--- config.mk ---
export PLATFORM = sky130hd
export DESIGN_NAME = address_gpio_ports_one_two
export DESIGN_NICKNAME = d
export VERILOG_FILES = /design/src/logic/gpio_ports_pkg.sv /design/src/logic/address_gpio_ports_one_two.sv /design/src/logic/level_sync.sv /design/src/logic/port_pin_slice.sv
export VERILOG_INCLUDE_DIRS = /design/src /design/src/logic
export SDC_FILE = /design/constraint.sdc
export NUM_CORES = 1
export LEC_CHECK = 0
export BUFFER_PORTS_ARGS = -buffer_cell sky130_fd_sc_hd__clkbuf_2
export CAP_MARGIN = 5
export CELL_PAD_IN_SITES_DETAIL_PLACEMENT = 1
export CELL_PAD_IN_SITES_GLOBAL_PLACEMENT = 1
export CORE_MARGIN = 5
export CORE_UTILIZATION = 25
export CTS_BUF_LIST = sky130_fd_sc_hd__clkbuf_4
export CTS_CLUSTER_DIAMETER = 150
export CTS_CLUSTER_SIZE = 14
export DETAILED_ROUTE_END_ITERATION = 12
export PLACE_DENSITY_LB_ADDON = 0.25
export SETUP_SLACK_MARGIN = 0.5
export SLEW_MARGIN = 30
export SYNTH_ARGS = -nofsm -noshare
export SYNTH_HDL_FRONTEND = slang
export SYNTH_SLANG_ARGS = --single-unit
--- constraint.sdc ---
create_clock -name i_core_clk -period 4.1 [get_ports i_core_clk]
set_input_delay 0.41 -clock i_core_clk [delete_from_list [all_inputs] [get_ports i_core_clk]]
set_output_delay 0.41 -clock i_core_clk [all_outputs]
set_load 0.01 [all_outputs]
--- src/logic/gpio_ports_defines.svh ---
// Purpose: offsets, reset values and mode codes for ports one and two
// Assumes: 16-bit register address, 8-bit register data
// Notes: included by bare name from the top module and the pin slice
// Functional notes
// - each port has an 8-bit write-only direction register, 1 means output
// - port one direction starts all ones in modes 1,3, zeros and writable in 5-7
// - port two direction starts all ones in modes 1,3, zeros and writable in 5-7
// - direction cleared by reset and hardware standby, kept in software standby
// - in software standby output pins keep driving their previous level
// - each port has an 8-bit read/write output latch starting at zero
// - reading a port returns the latch bit where direction is 1
// - reading a port returns the synchronised pin level where direction is 0
// - output latch cleared by reset and hardware standby, kept in software standby
// - in modes 1 and 3 every port one pin outputs address
// - in modes 5 and 6 direction 1 outputs address, 0 is general input
// - in modes 5 and 6 pins are inputs after reset; software sets direction first
// - in mode 7 direction 1 drives the latch bit, 0 is general input
// - in modes 1 and 3 port two carries address bits 15 to 8
// - port two: per-pin address or input in modes 5,6; general I/O in mode 7
// - port two has per-pin pull-ups switched by a control register
// - registers decoded at fixed addresses within the low 16 address bits
// - pull-up on only in modes 5-7 with control bit 1 and direction 0
// - pull-ups off in reset and hardware standby, held in software standby
// - reading a direction register returns all ones
`ifndef GPIO_PORTS_DEFINES_SVH
`define GPIO_PORTS_DEFINES_SVH

`define PORT_ONE_DIRECTION_OFFSET     16'hffc0
`define PORT_TWO_DIRECTION_OFFSET     16'hffc1
`define PORT_ONE_OUTPUT_LATCH_OFFSET  16'hffc2
`define PORT_TWO_OUTPUT_LATCH_OFFSET  16'hffc3
`define PORT_TWO_PULLUP_ENABLE_OFFSET 16'hffd8

`define DIRECTION_ADDRESS_RESET       8'hff
`define DIRECTION_GENERAL_RESET       8'h00
`define OUTPUT_LATCH_RESET            8'h00
`define PULLUP_ENABLE_RESET           8'h00
`define DIRECTION_READ_VALUE          8'hff
`define UNMAPPED_READ_VALUE           8'h00
`define PIN_LEVEL_RESET               8'h00

`define MODE_ONE                      3'h1
`define MODE_THREE                    3'h3
`define MODE_FIVE                     3'h5
`define MODE_SIX                      3'h6
`define MODE_SEVEN                    3'h7
`define MODE_RESET                    3'h7
`define STRAP_SETTLE_CYCLES           2'h2

`endif

--- src/logic/gpio_ports_pkg.sv ---
// Purpose: shared types for the port one/two block
// Assumes: constants live in gpio_ports_defines.svh
// Notes: no imports; users write gpio_ports_pkg::name
package gpio_ports_pkg;

	// which function the pins of a port have in the current mode
	typedef enum logic [2:0] {
		ROLE_ADDRESS = 3'b001,
		ROLE_MIXED   = 3'b010,
		ROLE_GENERAL = 3'b100
	} pin_role_e;

	typedef struct packed {
		logic [15:0] addr;
		logic [7:0]  wdata;
		logic        wr;
		logic        rd;
	} reg_req_s;

	typedef struct packed {
		logic [7:0] level;
		logic [7:0] enable;
	} pin_drive_s;

endpackage

--- src/logic/address_gpio_ports_one_two.sv ---
// Purpose: ports one and two: direction, output latch, pull-up control, pin muxing
// Assumes: bus address and software standby come from the core clock domain
// Notes: mode straps and hardware standby pin are synchronised before use
//
// The strobed register port was left to the implementer.
`timescale 1ns/10ps
`include "gpio_ports_defines.svh"
module address_gpio_ports_one_two (
	input  wire logic        i_core_clk,      // 100 MHz core clock
	input  wire logic        i_resetn,        // async reset, active low
	input  wire logic [2:0]  i_mode,          // operating mode straps
	input  wire logic        i_hw_standby_n,  // hardware standby pin, active low
	input  wire logic        i_sw_standby,    // software standby level
	input  wire logic [15:0] i_ext_addr,      // external bus address
	input  wire logic [15:0] i_reg_addr,      // register address
	input  wire logic [7:0]  i_reg_wdata,     // register write data
	input  wire logic        i_reg_wr,        // write strobe
	input  wire logic        i_reg_rd,        // read strobe
	output logic      [7:0]  o_reg_rdata,     // read data, cycle after strobe
	input  wire logic [7:0]  i_p1_pin,        // port one pin levels
	output logic      [7:0]  o_p1_out,        // port one drive level
	output logic      [7:0]  o_p1_oe,         // port one output enable
	input  wire logic [7:0]  i_p2_pin,        // port two pin levels
	output logic      [7:0]  o_p2_out,        // port two drive level
	output logic      [7:0]  o_p2_oe,         // port two output enable
	output logic      [7:0]  o_p2_pullup      // port two pull-up enable
);
	logic                       rst_meta;
	logic                       rst_n;
	logic [2:0]                 mode_sync;
	logic                       hw_standby_n_sync;
	logic                       hw_standby;
	logic                       strap_taken;
	logic [1:0]                 strap_wait;
	logic [2:0]                 mode;
	gpio_ports_pkg::pin_role_e  role;
	gpio_ports_pkg::reg_req_s   req;
	logic                       dir_writable;
	logic [7:0]                 port_one_direction;
	logic [7:0]                 port_two_direction;
	logic [7:0]                 port_one_output_latch;
	logic [7:0]                 port_two_output_latch;
	logic [7:0]                 port_two_pullup_enable;
	logic [7:0]                 p1_level;
	logic [7:0]                 p2_level;
	gpio_ports_pkg::pin_drive_s p1_drive;
	gpio_ports_pkg::pin_drive_s p2_drive;
	logic [7:0]                 next_rdata;
	logic [7:0]                 next_pullup;

	// reset released through two flops so every flop leaves reset on one edge
	always_ff @(posedge i_core_clk or negedge i_resetn) begin
		if (!i_resetn) begin
			rst_meta <= 1'b0;
			rst_n    <= 1'b0;
		end else begin
			rst_meta <= 1'b1;
			rst_n    <= rst_meta;
		end
	end

	level_sync #(
		.WIDTH    (3),
		.RESET_VAL({5'h00, `MODE_RESET})
	) u_mode_sync (
		.i_clk  (i_core_clk),
		.i_rst_n(rst_n),
		.i_async(i_mode),
		.o_sync (mode_sync)
	);

	level_sync #(
		.WIDTH    (1),
		.RESET_VAL(8'h01)
	) u_standby_sync (
		.i_clk  (i_core_clk),
		.i_rst_n(rst_n),
		.i_async(i_hw_standby_n),
		.o_sync (hw_standby_n_sync)
	);

	assign hw_standby = !hw_standby_n_sync;

	// straps are caught once, after they have crossed both sync stages;
	// the sync flops leave reset holding the single-chip code, so wait them out
	always_ff @(posedge i_core_clk or negedge rst_n) begin
		if (!rst_n) begin
			strap_wait  <= 2'h0;
			strap_taken <= 1'b0;
			mode        <= `MODE_RESET;
		end else if (!strap_taken) begin
			if (strap_wait == `STRAP_SETTLE_CYCLES) begin
				strap_taken <= 1'b1;
				mode        <= mode_sync;
			end else begin
				strap_wait <= strap_wait + 2'h1;
			end
		end
	end

	// unlisted mode codes behave as single-chip
	always_comb begin
		case (mode)
			`MODE_ONE, `MODE_THREE: role = gpio_ports_pkg::ROLE_ADDRESS;
			`MODE_FIVE, `MODE_SIX:  role = gpio_ports_pkg::ROLE_MIXED;
			default:                role = gpio_ports_pkg::ROLE_GENERAL;
		endcase
	end

	always_comb begin
		req.addr  = i_reg_addr;
		req.wdata = i_reg_wdata;
		req.wr    = i_reg_wr;
		req.rd    = i_reg_rd;
	end

	// in address-only modes the direction registers are not software accessible
	assign dir_writable = (role != gpio_ports_pkg::ROLE_ADDRESS);

	always_ff @(posedge i_core_clk or negedge rst_n) begin
		if (!rst_n) begin
			port_one_direction <= `DIRECTION_GENERAL_RESET;
			port_two_direction <= `DIRECTION_GENERAL_RESET;
		end else if (hw_standby || !strap_taken) begin
			port_one_direction <= `DIRECTION_GENERAL_RESET;
			port_two_direction <= `DIRECTION_GENERAL_RESET;
		end else if (!dir_writable) begin
			port_one_direction <= `DIRECTION_ADDRESS_RESET;
			port_two_direction <= `DIRECTION_ADDRESS_RESET;
		end else if (req.wr && !i_sw_standby) begin
			if (req.addr == `PORT_ONE_DIRECTION_OFFSET) begin
				port_one_direction <= req.wdata;
			end
			if (req.addr == `PORT_TWO_DIRECTION_OFFSET) begin
				port_two_direction <= req.wdata;
			end
		end
	end

	always_ff @(posedge i_core_clk or negedge rst_n) begin
		if (!rst_n) begin
			port_one_output_latch <= `OUTPUT_LATCH_RESET;
			port_two_output_latch <= `OUTPUT_LATCH_RESET;
		end else if (hw_standby) begin
			port_one_output_latch <= `OUTPUT_LATCH_RESET;
			port_two_output_latch <= `OUTPUT_LATCH_RESET;
		end else if (req.wr && !i_sw_standby) begin
			if (req.addr == `PORT_ONE_OUTPUT_LATCH_OFFSET) begin
				port_one_output_latch <= req.wdata;
			end
			if (req.addr == `PORT_TWO_OUTPUT_LATCH_OFFSET) begin
				port_two_output_latch <= req.wdata;
			end
		end
	end

	always_ff @(posedge i_core_clk or negedge rst_n) begin
		if (!rst_n) begin
			port_two_pullup_enable <= `PULLUP_ENABLE_RESET;
		end else if (hw_standby) begin
			port_two_pullup_enable <= `PULLUP_ENABLE_RESET;
		end else if (req.wr && !i_sw_standby
		             && req.addr == `PORT_TWO_PULLUP_ENABLE_OFFSET) begin
			port_two_pullup_enable <= req.wdata;
		end
	end

	// read data only in the cycle after the strobe, zero otherwise
	always_comb begin
		next_rdata = `UNMAPPED_READ_VALUE;
		if (req.rd) begin
			case (req.addr)
				`PORT_ONE_DIRECTION_OFFSET,
				`PORT_TWO_DIRECTION_OFFSET:     next_rdata = `DIRECTION_READ_VALUE;
				`PORT_ONE_OUTPUT_LATCH_OFFSET:  next_rdata =
					(port_one_direction & port_one_output_latch)
					| (~port_one_direction & p1_level);
				`PORT_TWO_OUTPUT_LATCH_OFFSET:  next_rdata =
					(port_two_direction & port_two_output_latch)
					| (~port_two_direction & p2_level);
				`PORT_TWO_PULLUP_ENABLE_OFFSET: next_rdata = port_two_pullup_enable;
				default:                        next_rdata = `UNMAPPED_READ_VALUE;
			endcase
		end
	end

	always_ff @(posedge i_core_clk or negedge rst_n) begin
		if (!rst_n) begin
			o_reg_rdata <= `UNMAPPED_READ_VALUE;
		end else begin
			o_reg_rdata <= next_rdata;
		end
	end

	port_pin_slice u_port_one (
		.i_clk      (i_core_clk),
		.i_rst_n    (rst_n),
		.i_pin      (i_p1_pin),
		.i_direction(port_one_direction),
		.i_latch    (port_one_output_latch),
		.i_addr_byte(i_ext_addr[7:0]),
		.i_role     (role),
		.i_freeze   (i_sw_standby),
		.i_standby  (hw_standby),
		.o_level    (p1_level),
		.o_drive    (p1_drive)
	);

	port_pin_slice u_port_two (
		.i_clk      (i_core_clk),
		.i_rst_n    (rst_n),
		.i_pin      (i_p2_pin),
		.i_direction(port_two_direction),
		.i_latch    (port_two_output_latch),
		.i_addr_byte(i_ext_addr[15:8]),
		.i_role     (role),
		.i_freeze   (i_sw_standby),
		.i_standby  (hw_standby),
		.o_level    (p2_level),
		.o_drive    (p2_drive)
	);

	assign o_p1_out = p1_drive.level;
	assign o_p1_oe  = p1_drive.enable;
	assign o_p2_out = p2_drive.level;
	assign o_p2_oe  = p2_drive.enable;

	// pull-up only on an input pin outside the address-only modes
	always_comb begin
		next_pullup = 8'h00;
		if (role != gpio_ports_pkg::ROLE_ADDRESS) begin
			next_pullup = port_two_pullup_enable & ~port_two_direction;
		end
		if (i_sw_standby) begin
			next_pullup = o_p2_pullup;
		end
		if (hw_standby) begin
			next_pullup = 8'h00;
		end
	end

	always_ff @(posedge i_core_clk or negedge rst_n) begin
		if (!rst_n) begin
			o_p2_pullup <= 8'h00;
		end else begin
			o_p2_pullup <= next_pullup;
		end
	end
endmodule

--- src/logic/level_sync.sv ---
// Purpose: two flip-flop synchroniser for levels from outside the clock domain
// Assumes: async active-low reset already released synchronously
// Notes: the first stage is read by the second stage only
`timescale 1ns/10ps
module level_sync #(
	parameter int         WIDTH     = 1,
	parameter logic [7:0] RESET_VAL = 8'h00
) (
	input  wire logic             i_clk,   // core clock
	input  wire logic             i_rst_n, // synchronised reset, active low
	input  wire logic [WIDTH-1:0] i_async, // raw level
	output logic      [WIDTH-1:0] o_sync   // level after two flops
);
	logic [WIDTH-1:0] meta;

	always_ff @(posedge i_clk or negedge i_rst_n) begin
		if (!i_rst_n) begin
			meta   <= RESET_VAL[WIDTH-1:0];
			o_sync <= RESET_VAL[WIDTH-1:0];
		end else begin
			meta   <= i_async;
			o_sync <= meta;
		end
	end
endmodule

--- src/logic/port_pin_slice.sv ---
// Purpose: pin side of one 8-bit port: input sampling and output drive
// Assumes: direction, latch and address come from the core clock domain
// Notes: drive and enable are registered so the pins never glitch
`timescale 1ns/10ps
`include "gpio_ports_defines.svh"
module port_pin_slice (
	input  wire logic                      i_clk,       // core clock
	input  wire logic                      i_rst_n,     // synchronised reset, active low
	input  wire logic [7:0]                i_pin,       // raw pin levels
	input  wire logic [7:0]                i_direction, // 1 = output
	input  wire logic [7:0]                i_latch,     // output latch
	input  wire logic [7:0]                i_addr_byte, // address byte for this port
	input  gpio_ports_pkg::pin_role_e      i_role,      // pin function of the mode
	input  wire logic                      i_freeze,    // software standby
	input  wire logic                      i_standby,   // hardware standby
	output logic      [7:0]                o_level,     // synchronised pin levels
	output gpio_ports_pkg::pin_drive_s     o_drive      // registered drive and enable
);
	gpio_ports_pkg::pin_drive_s next_drive;

	level_sync #(
		.WIDTH    (8),
		.RESET_VAL(`PIN_LEVEL_RESET)
	) u_pin_sync (
		.i_clk  (i_clk),
		.i_rst_n(i_rst_n),
		.i_async(i_pin),
		.o_sync (o_level)
	);

	always_comb begin
		next_drive = o_drive;
		case (i_role)
			gpio_ports_pkg::ROLE_ADDRESS: begin
				next_drive.level  = i_addr_byte;
				next_drive.enable = 8'hff;
			end
			gpio_ports_pkg::ROLE_MIXED: begin
				next_drive.level  = i_addr_byte;
				next_drive.enable = i_direction;
			end
			gpio_ports_pkg::ROLE_GENERAL: begin
				next_drive.level  = i_latch;
				next_drive.enable = i_direction;
			end
			default: begin
				next_drive.level  = i_latch;
				next_drive.enable = 8'h00;
			end
		endcase
		// frozen pins hold whatever they drove when the clock stopped mattering
		if (i_freeze) begin
			next_drive = o_drive;
		end
		// hardware standby floats every pin
		if (i_standby) begin
			next_drive.level  = 8'h00;
			next_drive.enable = 8'h00;
		end
	end

	always_ff @(posedge i_clk or negedge i_rst_n) begin
		if (!i_rst_n) begin
			o_drive <= '0;
		end else begin
			o_drive <= next_drive;
		end
	end
endmodule

### Word-level counts from Yosys, hierarchy flattened

Index checks and enable logic that the tools add are counted.

| word-level totals | value |
|---|---|
| flip-flop bits (word level) | 136 |
| bits in latches | 0 |
| RAM bits | 0 |
| ROM bits | 0 |
| input port bits | 65 |
| memories | 0 |

| cells by class | value |
|---|---|
| add/subtract/negate cells | 1 |
| multipliers | 0 |
| div/mod/pow operators | 0 |
| order comparisons | 0 |
| eq/ne operators | 22 |
| shifts and indexed selects | 0 |
| muxes and demuxes | 30 |
| bitwise gates (word level) | 11 |
| reduce and logical (&&, ||, !) cells | 15 |

Operators by type and width:

| operator | count |
|---|---|
| 8-bit two-way mux | 20 |
| 16-bit one-hot mux with 3 select lines | 2 |
| 16-bit equality test (second input constant) | 5 |
| 16-bit two-way mux | 4 |
| 8-bit bitwise AND | 5 |
| 8-bit one-hot mux with 4 select lines | 1 |
| 8-bit NOT | 2 |
| 8-bit OR | 2 |
| 3-bit by 1-bit inequality test with 1-bit output (second input constant) | 4 |
| 2-bit AND reduction | 6 |
| 2-bit inequality test (second input constant) | 5 |
| 3-bit equality test (second input constant) | 3 |
| 3-bit by 1-bit equality test with 1-bit output (second input constant) | 2 |
| 3-bit by 2-bit equality test with 1-bit output (second input constant) | 2 |
| 3-bit one-hot mux with 2 select lines | 1 |
| 2-bit OR reduction | 3 |
| 1-bit logical NOT | 3 |
| 2-bit by 1-bit adder with 2-bit output (second input constant) | 1 |
| 2-bit equality test (second input constant) | 1 |
| 1-bit logical AND | 2 |
| 1-bit two-way mux | 2 |
| 1-bit NOT | 2 |
| 1-bit logical OR | 1 |

### Depth between registers and ports, before layout

Gate-level depths: netlist of run 1.

| logic depth | value |
|---|---|
| depth after elaboration | 7 |
| depth in mapped cells | 6 |

### Cells and area by module

Synthesis of run 1 repeated with hierarchy kept, for this count alone.

| unflattened totals | value |
|---|---|
| cells, all modules | 555 |
| area total of the unflattened synthesis | 5873.1 µm² |

Modules (own cells, without submodules):

| module | instances | cells each | area each (µm²) | sequential area each (µm²) |
|---|---|---|---|---|
| address_gpio_ports_one_two | 1 | 327 | 3130.5 | 1605.3 |
| port_pin_slice | 2 | 94 | 865.8 | 400.4 |
| level_sync at u_port_one.u_pin_sync ... | 2 | 16 | 400.4 | 400.4 |
| level_sync at u_mode_sync | 1 | 6 | 157.7 | 157.7 |
| level_sync at u_standby_sync | 1 | 2 | 52.6 | 52.6 |

### Worst setup path before layout of run 1

OpenSTA, ideal clock, no wires.

| path | value |
|---|---|
| path kind | input port to flip-flop |
| from | in i_reg_addr[1] |
| to | reg port_two_direction[6] |
| arrival time | 1797 ps |
| slack | 2167 ps |
| cell stages on the path | 6 |
| buffers on the path | 2 |
| cell sequence | or4_4 or4_4 buf_6 buf_8 o21ai_1 a21oi_1 |

| on the way | value |
|---|---|
| longest elaborated chain between the ends | 3 |

Ends and longest elaborated chain:

| what | line | text |
|---|---|---|
| start, declared | address_gpio_ports_one_two.sv:15 | `input wire logic [15:0] i_reg_addr,` |
| 16-bit equality test | -- |  |
| 3-bit by 1-bit inequality test with 1-bit output (no source line) | -- |  |
| 2-bit AND reduction (no source line) | -- |  |
| end signal, assigned | address_gpio_ports_one_two.sv:123 | `` port_two_direction <= `DIRECTION_GENERAL_RESET; `` |
| end signal, assigned | address_gpio_ports_one_two.sv:126 | `` port_two_direction <= `DIRECTION_GENERAL_RESET; `` |
| end signal, assigned | address_gpio_ports_one_two.sv:129 | `` port_two_direction <= `DIRECTION_ADDRESS_RESET; `` |
| end, declared | address_gpio_ports_one_two.sv:40 | `logic [7:0] port_two_direction;` |

No other way between the ends.
A chain may end at the register's enable or synchronous reset.

### Final worst setup path of run 1

| path | value |
|---|---|
| from | in i_sw_standby |
| to | reg port_one_output_latch[3] |

| on the way | value |
|---|---|
| longest elaborated chain between the ends | 4 |

Ends and longest elaborated chain:

| what | line | text |
|---|---|---|
| start, declared | address_gpio_ports_one_two.sv:13 | `input wire logic i_sw_standby,` |
| 1-bit logical NOT | address_gpio_ports_one_two.sv:147 | `end else if (req.wr && !i_sw_standby) begin` |
| 1-bit logical AND | address_gpio_ports_one_two.sv:147 |  |
| 2-bit inequality test (no source line) | -- |  |
| 2-bit AND reduction (no source line) | -- |  |
| end signal, assigned | address_gpio_ports_one_two.sv:142 | `` port_one_output_latch <= `OUTPUT_LATCH_RESET; `` |
| end signal, assigned | address_gpio_ports_one_two.sv:145 | `` port_one_output_latch <= `OUTPUT_LATCH_RESET; `` |
| end signal, assigned | address_gpio_ports_one_two.sv:149 | `port_one_output_latch <= req.wdata;` |
| end, declared | address_gpio_ports_one_two.sv:41 | `logic [7:0] port_one_output_latch;` |

No other way between the ends.

==> reports/results.txt, run 1 <==
Status = finished clean
Top post-synthesis cells by area = dfrtp_1, mux2i_1, dfstp_2
ANT cells = 0
Mapped Cells = 491
Worst hold path class = in2async
Max_slew headroom = 40.5%
Post-route cell area = 7090 µm²
Most frequent cells in the layout = dfrtp_1, clkbuf_2, a21oi_1
Final worst path period need = 1.96 ns
Wl on met1 = 7.70 mm
CTS Root Cell = clkbuf_4
Register area share after synthesis = 60.4%
Fillers = 2518
Max Clk Rate = 510 MHz
Synth warn = 0
Worst-skew pair later-pin latency = 0.53 ns
Slew @ Worst Pin = 0.893 ns
I/O Pins = 113
Met2 wire length = 8.64 mm
Startpoint Class = input pin
Yosys reg bits = 136
Clk buf depth = 2
Vias in the first global route = 4745
Placement row count = 55
CTS clk-pin slew, worst paths = 0.13 ns
Worst setup margin = 2.14 ns
Reg2Reg Depth = 4
Overall Global Routing Usage = 13.8%
Syn Nets = 557
Final HPWL DP = 12.7 mm
Area Growth Syn to Fin = 25.2%
Most common cell after layout, fill and taps aside = dfrtp_1
Routed WL per cell = 18.9 µm
Critical path class = in2reg
Setup TNS Final = 0 ns
Sequential power share = 52.2%
Area of the multi-input gates = 2110 µm²
DRT Pass-1 Iters = 4
DP Area = 6490 µm²
Syn Std Cell Area = 5660 µm²
Yosys cell types = 44
DR top layer = met4
Gate power share = 9.4%
Power share of the clock group = 38.4%
Max IR drop VDD = 0.169 mV
Hold Violations, Final = 0
Crit path DAT = 2.42 ns
Pint = 0.00206 W
Crit path required time = 4.56 ns
Drt first-iter violations = 191
Largest regs = u_port_one.o_drive x16, u_port_two.o_drive x16
Port Buffer Count = 112
Switching pwr = 0.000710 W
Met3 wire length = 579 µm
Crit-path max FO = 44
Clock sinks = 136
DRC = 0
Power per cell area = 390 nW/µm²
Lkg Pwr = 3.21 nW
Die X = 160 µm
Overflow after GRT = 0
Worst Skew = 0.0152 ns
Die Ht = 160 µm
NumNets Final = 680
Sw Ratio = 25.7%
Pin count of the biggest net entering global routing = 73
Vias per cell = 4.71
CTS buffer count = 17
GP Congestion = 0.826
# Post-CTS Setup Buffers = 0
Slew Viols, Final = 0
Period utilisation layout = 47.8%
Total number of vias = 4295
Core area = 22400 µm²
Initial antenna violation count = 0
Post-place setup slack = 1.57 ns
Top cell type's share of synthesized area = 55.3%
Final setup viols = 0
Leading area contributor after synthesis = dfrtp_1
Seq. cell area = 3420 µm²
RSZ-0062 raised after global routing = false
Max Cap Viol = 0
Layout cell share with drive strength beyond 1 = 29.0%
DRT antenna net count = 0
Worst setup EP type = flop
Die ar. = 25800 µm²
CTS tree = done
Starting density of the core = 25.2%
Mean post-synth cell area = 11.5 µm²
Drt total wl = 17.2 mm
H-Tree Depth = 4
First-pass GRT wire length = 27.5 mm
-- area by class of cell --
| type | count | share of cell area (%) |
|---|---|---|
| clock buffers | 17 | 1.80 |
| clock inverters | 15 | 3.16 |
| inverters | 3 | 0.159 |
| multi-input cells | 319 | 29.8 |
| flip-flops and latches | 136 | 48.3 |
| well taps | 285 | 5.03 |
| repair buffers | 137 | 11.8 |
-- per-stage QoR --
step | total power (W) | std cells | hold WS [ns] | utilization [%]
finish | 0.00277 | 912 | 0.179 | 31.6
global route | 0.00291 | 912 | 0.115 | 31.6
CTS | 0.00281 | 911 | 0.111 | 31.4
detailed placement | 0.00172 | 858 | 0.198 | 28.9
global placement | 0.00171 | 858 | 0.196 | 28.9
floorplan | 0.00159 | 491 | 0.114 | -
-- power groups by stage --
stage	Sequential, W	Clock, W	Combinational, W
2_1_floorplan	0.00148	0	0.000118
3_3_place_gp	0.00147	0	0.000233
3_5_place_dp	0.00148	0	0.000239
4_1_cts	0.00145	0.00110	0.000256
5_1_grt	0.00145	0.00117	0.000292
6_report	0.00144	0.00106	0.000261
-- critical path, stage by stage --
cell      delay [ns]
clkbuf_2        0.49
nand2b_1        0.38
nor2_1          0.44
nand2_1         0.41
mux2i_1         0.27
-- layer usage --
metal,vias to the layer above,track usage [%]
met5,-,0
met3,22,2.87
met4,0,4.58
met2,99,23.1
li1,2018,-
met1,2156,17.9
-- cells by family after synthesis --
family / synth area share, %
other cells: 0.0662
xor+xnor: 0.310
flops: 60.4
compound gates: 14.8
buf+inv: 2.78
simple gates: 12.2
mux: 9.26
fa+ha+maj: 0.221
-- cell usage after synthesis (all sizes together) --
master and count:
dfrtp 125, nand3b 1, nand4bb 1, nor2b 11, o21ai 56, nor4b 8, o311a 9, or2 1
o211ai 8, a21boi 8, buf 7, nor3b 8, mux2 11, or4 3, nor4 5, ha 1
or4b 1, xnor2 1, or2b 1, nor3 8, xor2 1, nand2b 10, inv 3, nand2 37
mux2i 40, and2 1, nand3 8, nand4b 1, a31oi 16, nor2 11, nand4 2, a21oi 49
conb 1, clkbuf 26, dfstp 11
-- path summary, 6_finish.rpt --
| path | slack, ns | start | endpoint |
|---|---|---|---|
| worst max-delay path | 2.14 | i_sw_standby | port_one_output_latch[3] |
| worst min-delay path | 0.18 | i_resetn | rst_n |
| worst max register to register | 2.26 | mode[2] | u_port_two.o_drive[13] |
| worst min register to register | 0.26 | rst_n | o_reg_rdata[2] |
| max in group asynchronous | 3.12 | rst_n | u_mode_sync.o_sync[0] |
| min in group i_core_clk | 0.18 | i_ext_addr[7] | u_port_one.o_drive[15] |
-- timing repair --
item,CTS,global route
hold buffers,21,0
gates resized for setup,0,0
hold endpoints to repair,22,0
Note: power is estimated with default switching activity, not from simulation.
==> inputs of run 2 (changes only) <==
Clock period 4.1 ns to 1.63 ns, I/O delays scaled along.
==> reports/results.txt, run 2 (synthesis gave the netlist of run 1 again) <==
Final Power = 0.00690 W (+150%)
Fillers = 2454 (-2.5%)
Worst-skew pair later-pin latency = 0.55 ns (+0.02 ns)
Slew @ Worst Pin = 0.554 ns (-0.339 ns)
Initial antenna violation count = 2 (+2)
Routed WL per cell = 20.0 µm (+5.6%)
CP max-delay cell = dfstp_2
DRT Pass-1 Iters = 4 (unchanged)
Max Cap Viol = 0 (unchanged)
Overall Global Routing Usage = 15.0% (+1.2 points)
DP Area = 6910 µm² (+6.4%)
Area Growth Syn to Fin = 53.1%
H-Tree Depth = 4 (unchanged)
I/O Pins = 113 (unchanged)
Power per cell area = 796 nW/µm² (+100%)
Die Ht = 160 µm (unchanged)
Worst-path cell chain = nand2_4 -> xor2_4 -> buf_12 -> mux2i_1 -> a21oi_1
Status = finished clean
Final HPWL DP = 13.6 mm (+6.5%)
DRC = 0 (unchanged)
Hold Violations, Final = 0 (unchanged)
Post-route cell area = 8670 µm² (+22%)
Clk buf depth = 2 (unchanged)
Pin count of the biggest net entering global routing = 43 (-41%)
Most frequent cells in the layout = dfrtp_1, clkbuf_2, buf_4
Max_slew headroom = 63.0% (+23 points)
Area of the multi-input gates = 2550 µm² (+21%)
Reg2reg setup slack = 0.09 ns (-2.17 ns)
Pint = 0.00497 W (+140%)
Vias in the first global route = 5170 (+9.0%)
Crit path required time = 2.07 ns (-2.49 ns)
Power share of the clock group = 31.9% (-6.5 points)
Max Clk Rate = 649 MHz
Final setup viols = 0 (unchanged)
Largest regs = u_port_one.o_drive x16, u_port_two.o_drive x16
Seq. cell area = 3430 µm² (+0.22%)
Clock sinks = 136 (unchanged)
Die ar. = 25800 µm² (unchanged)
Reg2Reg Depth = 5 (+1)
Final worst path period need = 1.54 ns
WHS Path Cells = 3
CTS buffer count = 17 (unchanged)
CTS tree = done
Worst hold margin = 0.117 ns (-0.0623 ns)
Crit path buf inv count = 1 (unchanged)
Port Buffer Count = 112 (unchanged)
CP Depth = 5 (unchanged)
NumNets Final = 781 (+15%)
Crit path DAT = 1.98 ns (-0.44 ns)
Crit path largest cell delay = 0.59 ns (+0.10 ns)
DRT antenna net count = 0 (unchanged)
Lkg Pwr = 3.90 nW (+22%)
Core area = 22400 µm² (unchanged)
GP Congestion = 0.837 (+1.4%)
Max IR drop VDD = 0.358 mV (+110%)
Starting density of the core = 25.2% (unchanged)
Critical path class = reg2reg
Most common cell after layout, fill and taps aside = dfrtp_1
Sequential power share = 52.8% (+0.6 points)
CTS Root Cell = clkbuf_4
Slew Viols, Final = 0 (unchanged)
Vias per cell = 4.82 (+2.3%)
Period utilisation layout = 94.6%
Placement row count = 55 (unchanged)
Switching pwr = 0.00193 W (+170%)
Crit-path max FO = 16 (-64%)
Overflow after GRT = 0 (unchanged)
Worst setup EP type = flop
Total number of vias = 4888 (+14%)
Die X = 160 µm (unchanged)
Delay-heaviest family, CP = flip-flops
Drt first-iter violations = 397 (+110%)
Layout cell share with drive strength beyond 1 = 43.3% (+14 points)
CTS clk-pin slew, worst paths = 0.13 ns (about the same)
Drt total wl = 20.3 mm (+18%)
Startpoint Class = flop
Gate power share = 15.3% (+5.9 points)
First-pass GRT wire length = 30.0 mm (+8.7%)
Worst Skew = 0.0269 ns (+0.0117 ns)
Worst hold path class = in2reg
Post-layout util = 38.6% (+7.0 points)
Sw Ratio = 28.0% (+2.3 points)
RSZ-0062 raised after global routing = true
==> run 2: power groups by stage <==
stage               registers [W]  logic (W)  clock network, W
global route              0.00365    0.00114           0.00241
floorplan                 0.00372   0.000329                 0
finish                    0.00364    0.00106           0.00220
global placement          0.00370   0.000684                 0
detailed placement        0.00370   0.000705                 0
CTS                       0.00363   0.000935           0.00226
==> run 2: area by class of cell <==
class,count,area share (%)
sequential,136,39.6
multi-input combinational,319,29.4
timing repair buffer,238,23.7
tap,285,4.11
clock buffer,18,1.56
clock inverter,14,1.53
inverter,3,0.130
antenna,2,0.0577
==> run 2: final timing paths <==
kind                               start                               to
worst max-delay path             mode[2]           u_port_one.o_drive[10]
min in group asynchronous          rst_n  u_port_one.u_pin_sync.o_sync[0]
worst min-delay path            i_reg_rd                   o_reg_rdata[4]
max in group asynchronous          rst_n              u_standby_sync.meta
worst max register to register   mode[2]           u_port_one.o_drive[10]
worst min register to register     rst_n  u_port_one.u_pin_sync.o_sync[0]
==> run 2: worst reg2reg max path: cells and delay by family, from the launching register on <==
| kind | cells | cell delay (ns) |
|---|---|---|
| mux | 1 | 0.30 |
| flops | 1 | 0.59 |
| xor+xnor | 1 | 0.18 |
| compound gates | 1 | 0.10 |
| buf+inv | 1 | 0.19 |
| simple gates | 1 | 0.07 |
==> run 2: timing repair <==
item,in CTS,in global routing
cloned,6,4
hold buffers,46,0
endpoints found under the hold margin,72,0
gates resized for setup,23,62
setup buffers,26,13
pin swaps,6,22
endpoints found under the setup margin,128,141
==> run 2: metrics by stage <==
stage / setup slack [ns] / instances / setup TNS [ns]
global placement: -0.169 / 886 / -3.33
floorplan: -0.0556 / 491 / -0.547
detailed placement: -0.220 / 886 / -4.70
finish: 0.0885 / 1015 / 0
global route: -0.00782 / 1015 / -0.00782
CTS: 0.151 / 996 / 0
==> run 2: routing by layer <==
layer / track usage, % / wire length [µm] / vias to the layer above
met5: 0 / 0 / -
li1: - / - / 2231
met1: 18.4 / 8500 / 2486
met4: 4.93 / 450 / 0
met2: 25.9 / 10500 / 137
met3: 3.59 / 806 / 34
==> inputs of run 3 (changes only) <==
Settings changed: BUFFER_PORTS_ARGS -buffer_cell sky130_fd_sc_hd__clkbuf_2 to not set, CORE_ASPECT_RATIO set to 2, DONT_BUFFER_PORTS set to 1, SETUP_SLACK_MARGIN 0.5 to not set.
==> reports/results.txt, run 3 (synthesis gave the netlist of run 1 again) <==
Lkg Pwr = 3.02 nW (-23%)
Die ar. = 25900 µm² (+0.71%)
Drt total wl = 19.6 mm (-3.3%)
CTS Root Cell = clkbuf_4
H-Tree Depth = 4 (unchanged)
Die X = 116 µm (-27%)
Gate power share = 9.5% (-5.8 points)
Final worst path period need = 1.57 ns (+0.0314 ns)
RSZ-0062 raised after global routing = false
Routed WL per cell = 22.6 µm (+13%)
Die Ht = 223 µm (+39%)
Starting density of the core = 25.1% (-0.12 points)
First-pass GRT wire length = 29.7 mm (-0.94%)
DRT Pass-1 Iters = 4 (unchanged)
Hold Violations, Final = 0 (unchanged)
Area Growth Syn to Fin = 25.6%
NumNets Final = 637 (-18%)
Vias per cell = 5.00 (+3.8%)
Pint = 0.00480 W (-3.3%)
CTS buffer count = 17 (unchanged)
Layout cell share with drive strength beyond 1 = 17.3% (-26 points)
Port Buffer Count = 0 (-100%)
Most frequent cells in the layout = dfrtp_1, dlygate4sd3_1, a21oi_1
Critical path class = in2reg
Post-route cell area = 7110 µm² (-18%)
Crit path required time = 2.11 ns (+0.04 ns)
Overall Global Routing Usage = 15.7% (+0.73 points)
Total number of vias = 4324 (-12%)
Worst hold path class = in2reg
Status = finished clean
Startpoint Class = input pin
Setup TNS Final = 0 ns (unchanged)
Drt first-iter violations = 132 (-67%)
Final setup viols = 0 (unchanged)
DRT antenna net count = 0 (unchanged)
Vias in the first global route = 4825 (-6.7%)
Crit path DAT = 2.05 ns (+0.07 ns)
Initial antenna violation count = 1 (-1)
Power share of the clock group = 34.2% (+2.3 points)
Core area = 22500 µm² (+0.49%)
Worst Skew = 0.0265 ns (-0.000377 ns)
Sw Ratio = 26.3% (-1.7 points)
Most common cell after layout, fill and taps aside = dfrtp_1
Overflow after GRT = 0 (unchanged)
Pin count of the biggest net entering global routing = 46 (+7.0%)
Slew Viols, Final = 0 (unchanged)
DRC = 0 (unchanged)
GP Congestion = 0.827 (-1.2%)
Max_slew headroom = 59.0% (-4.1 points)
Worst-skew pair later-pin latency = 0.57 ns (+0.02 ns)
I/O Pins = 113 (unchanged)
Power per cell area = 917 nW/µm² (+15%)
Switching pwr = 0.00171 W (-11%)
Final Power = 0.00652 W (-5.5%)
Max Clk Rate = 636 MHz (-2.0%)
Worst setup EP type = flop
DP Area = 6200 µm² (-10%)
Crit-path max FO = 11 (-5)
# Post-CTS Setup Buffers = 0 (-100%)
Final HPWL DP = 14.5 mm (+6.8%)
Clock sinks = 136 (unchanged)
Period utilisation layout = 96.5% (+1.9 points)
Sequential power share = 56.3% (+3.5 points)
Placement row count = 78 (+42%)
CTS clk-pin slew, worst paths = 0.12 ns (about the same)
Max IR drop VDD = 0.380 mV (+6.3%)
Largest regs = u_port_one.o_drive x16, u_port_two.o_drive x16
Slew @ Worst Pin = 0.613 ns (+0.0597 ns)
CTS tree = done
Clk buf depth = 2 (unchanged)
Max Cap Viol = 0 (unchanged)
==> run 3: cell types whose count changed in the layout (fill, tap and decap cells not counted), sizes merged <==
| cell | before | now |
|---|---|---|
| inv | 4 | 5 |
| buf | 86 | 34 |
| clkbuf | 124 | 23 |
| dlygate4sd3 | 46 | 60 |
| clkinvlp | 3 | 0 |
| clkinv | 8 | 5 |
| diode | 2 | 1 |
==> run 3: power by group through the flow <==
stage	Sequential [W]	Combinational, W	Clock (W)
after floorplan	0.00371	0.000300	0
after global placement	0.00374	0.000458	0
after detailed placement	0.00374	0.000475	0
after CTS	0.00368	0.000605	0.00234
after global routing	0.00369	0.000682	0.00248
final	0.00367	0.000618	0.00223
==> run 3: layout make-up <==
| type | instances | area (µm²) |
|---|---|---|
| Antenna cell | 1 | 2.50 |
| Clock buffer | 23 | 173 |
| Clock inverter | 9 | 100 |
| Fill cell | 2462 | 15400 |
| Inverter | 3 | 11.3 |
| Multi-Input combinational cell | 319 | 2110 |
| Sequential cell | 136 | 3420 |
| Tap cell | 280 | 350 |
| Timing Repair Buffer | 94 | 943 |
==> run 3: path summary, 6_finish.rpt <==
check	end	slack (ns)	depth (start not counted)	start
worst max-delay path	o_reg_rdata[1]	0.06	4	i_reg_addr[2]
worst min-delay path	u_port_two.o_drive[8]	0.03	2	i_sw_standby
worst max register to register	port_one_direction[0]	0.10	5	mode[0]
worst min register to register	u_port_one.u_pin_sync.meta[5]	0.24	0	rst_n
max in group asynchronous	u_standby_sync.o_sync	0.72	1	rst_n
min in group asynchronous	u_port_one.u_pin_sync.meta[5]	0.24	0	rst_n
==> run 3: repair_timing <==
item / in CTS / in global routing
setup endpoints to repair: 1 / 1
hold buffers: 59 / 2
resized for setup: 1 / 1
hold endpoints to repair: 110 / 24
==> run 3: critical path, stage by stage <==
cell,delay (ns)
dlygate4sd3_1,0.68
nand4b_1,0.39
dlygate4sd3_1,0.68
a21oi_1,0.14
==> run 3: metrics by stage <==
step | utilization, % | setup slack (ns) | std cells | hold WS, ns
finish | 31.5 | 0.0570 | 865 | 0.0348
global route | 31.5 | 0.00158 | 865 | 0.0151
CTS | 31.4 | 0.00288 | 862 | -0.303
detailed placement | 27.5 | -0.0402 | 771 | -0.133
global placement | 27.5 | -0.0273 | 771 | -0.133
floorplan | - | -0.0560 | 491 | -0.133
==> run 3: layer usage <==
metal	track usage (%)	part of all wire, %	up-vias
met4	7.79	3.8	0
met1	16.3	35	2232
met5	0	0	-
li1	-	-	1938
met3	3.46	4.2	28
met2	28.7	57	126
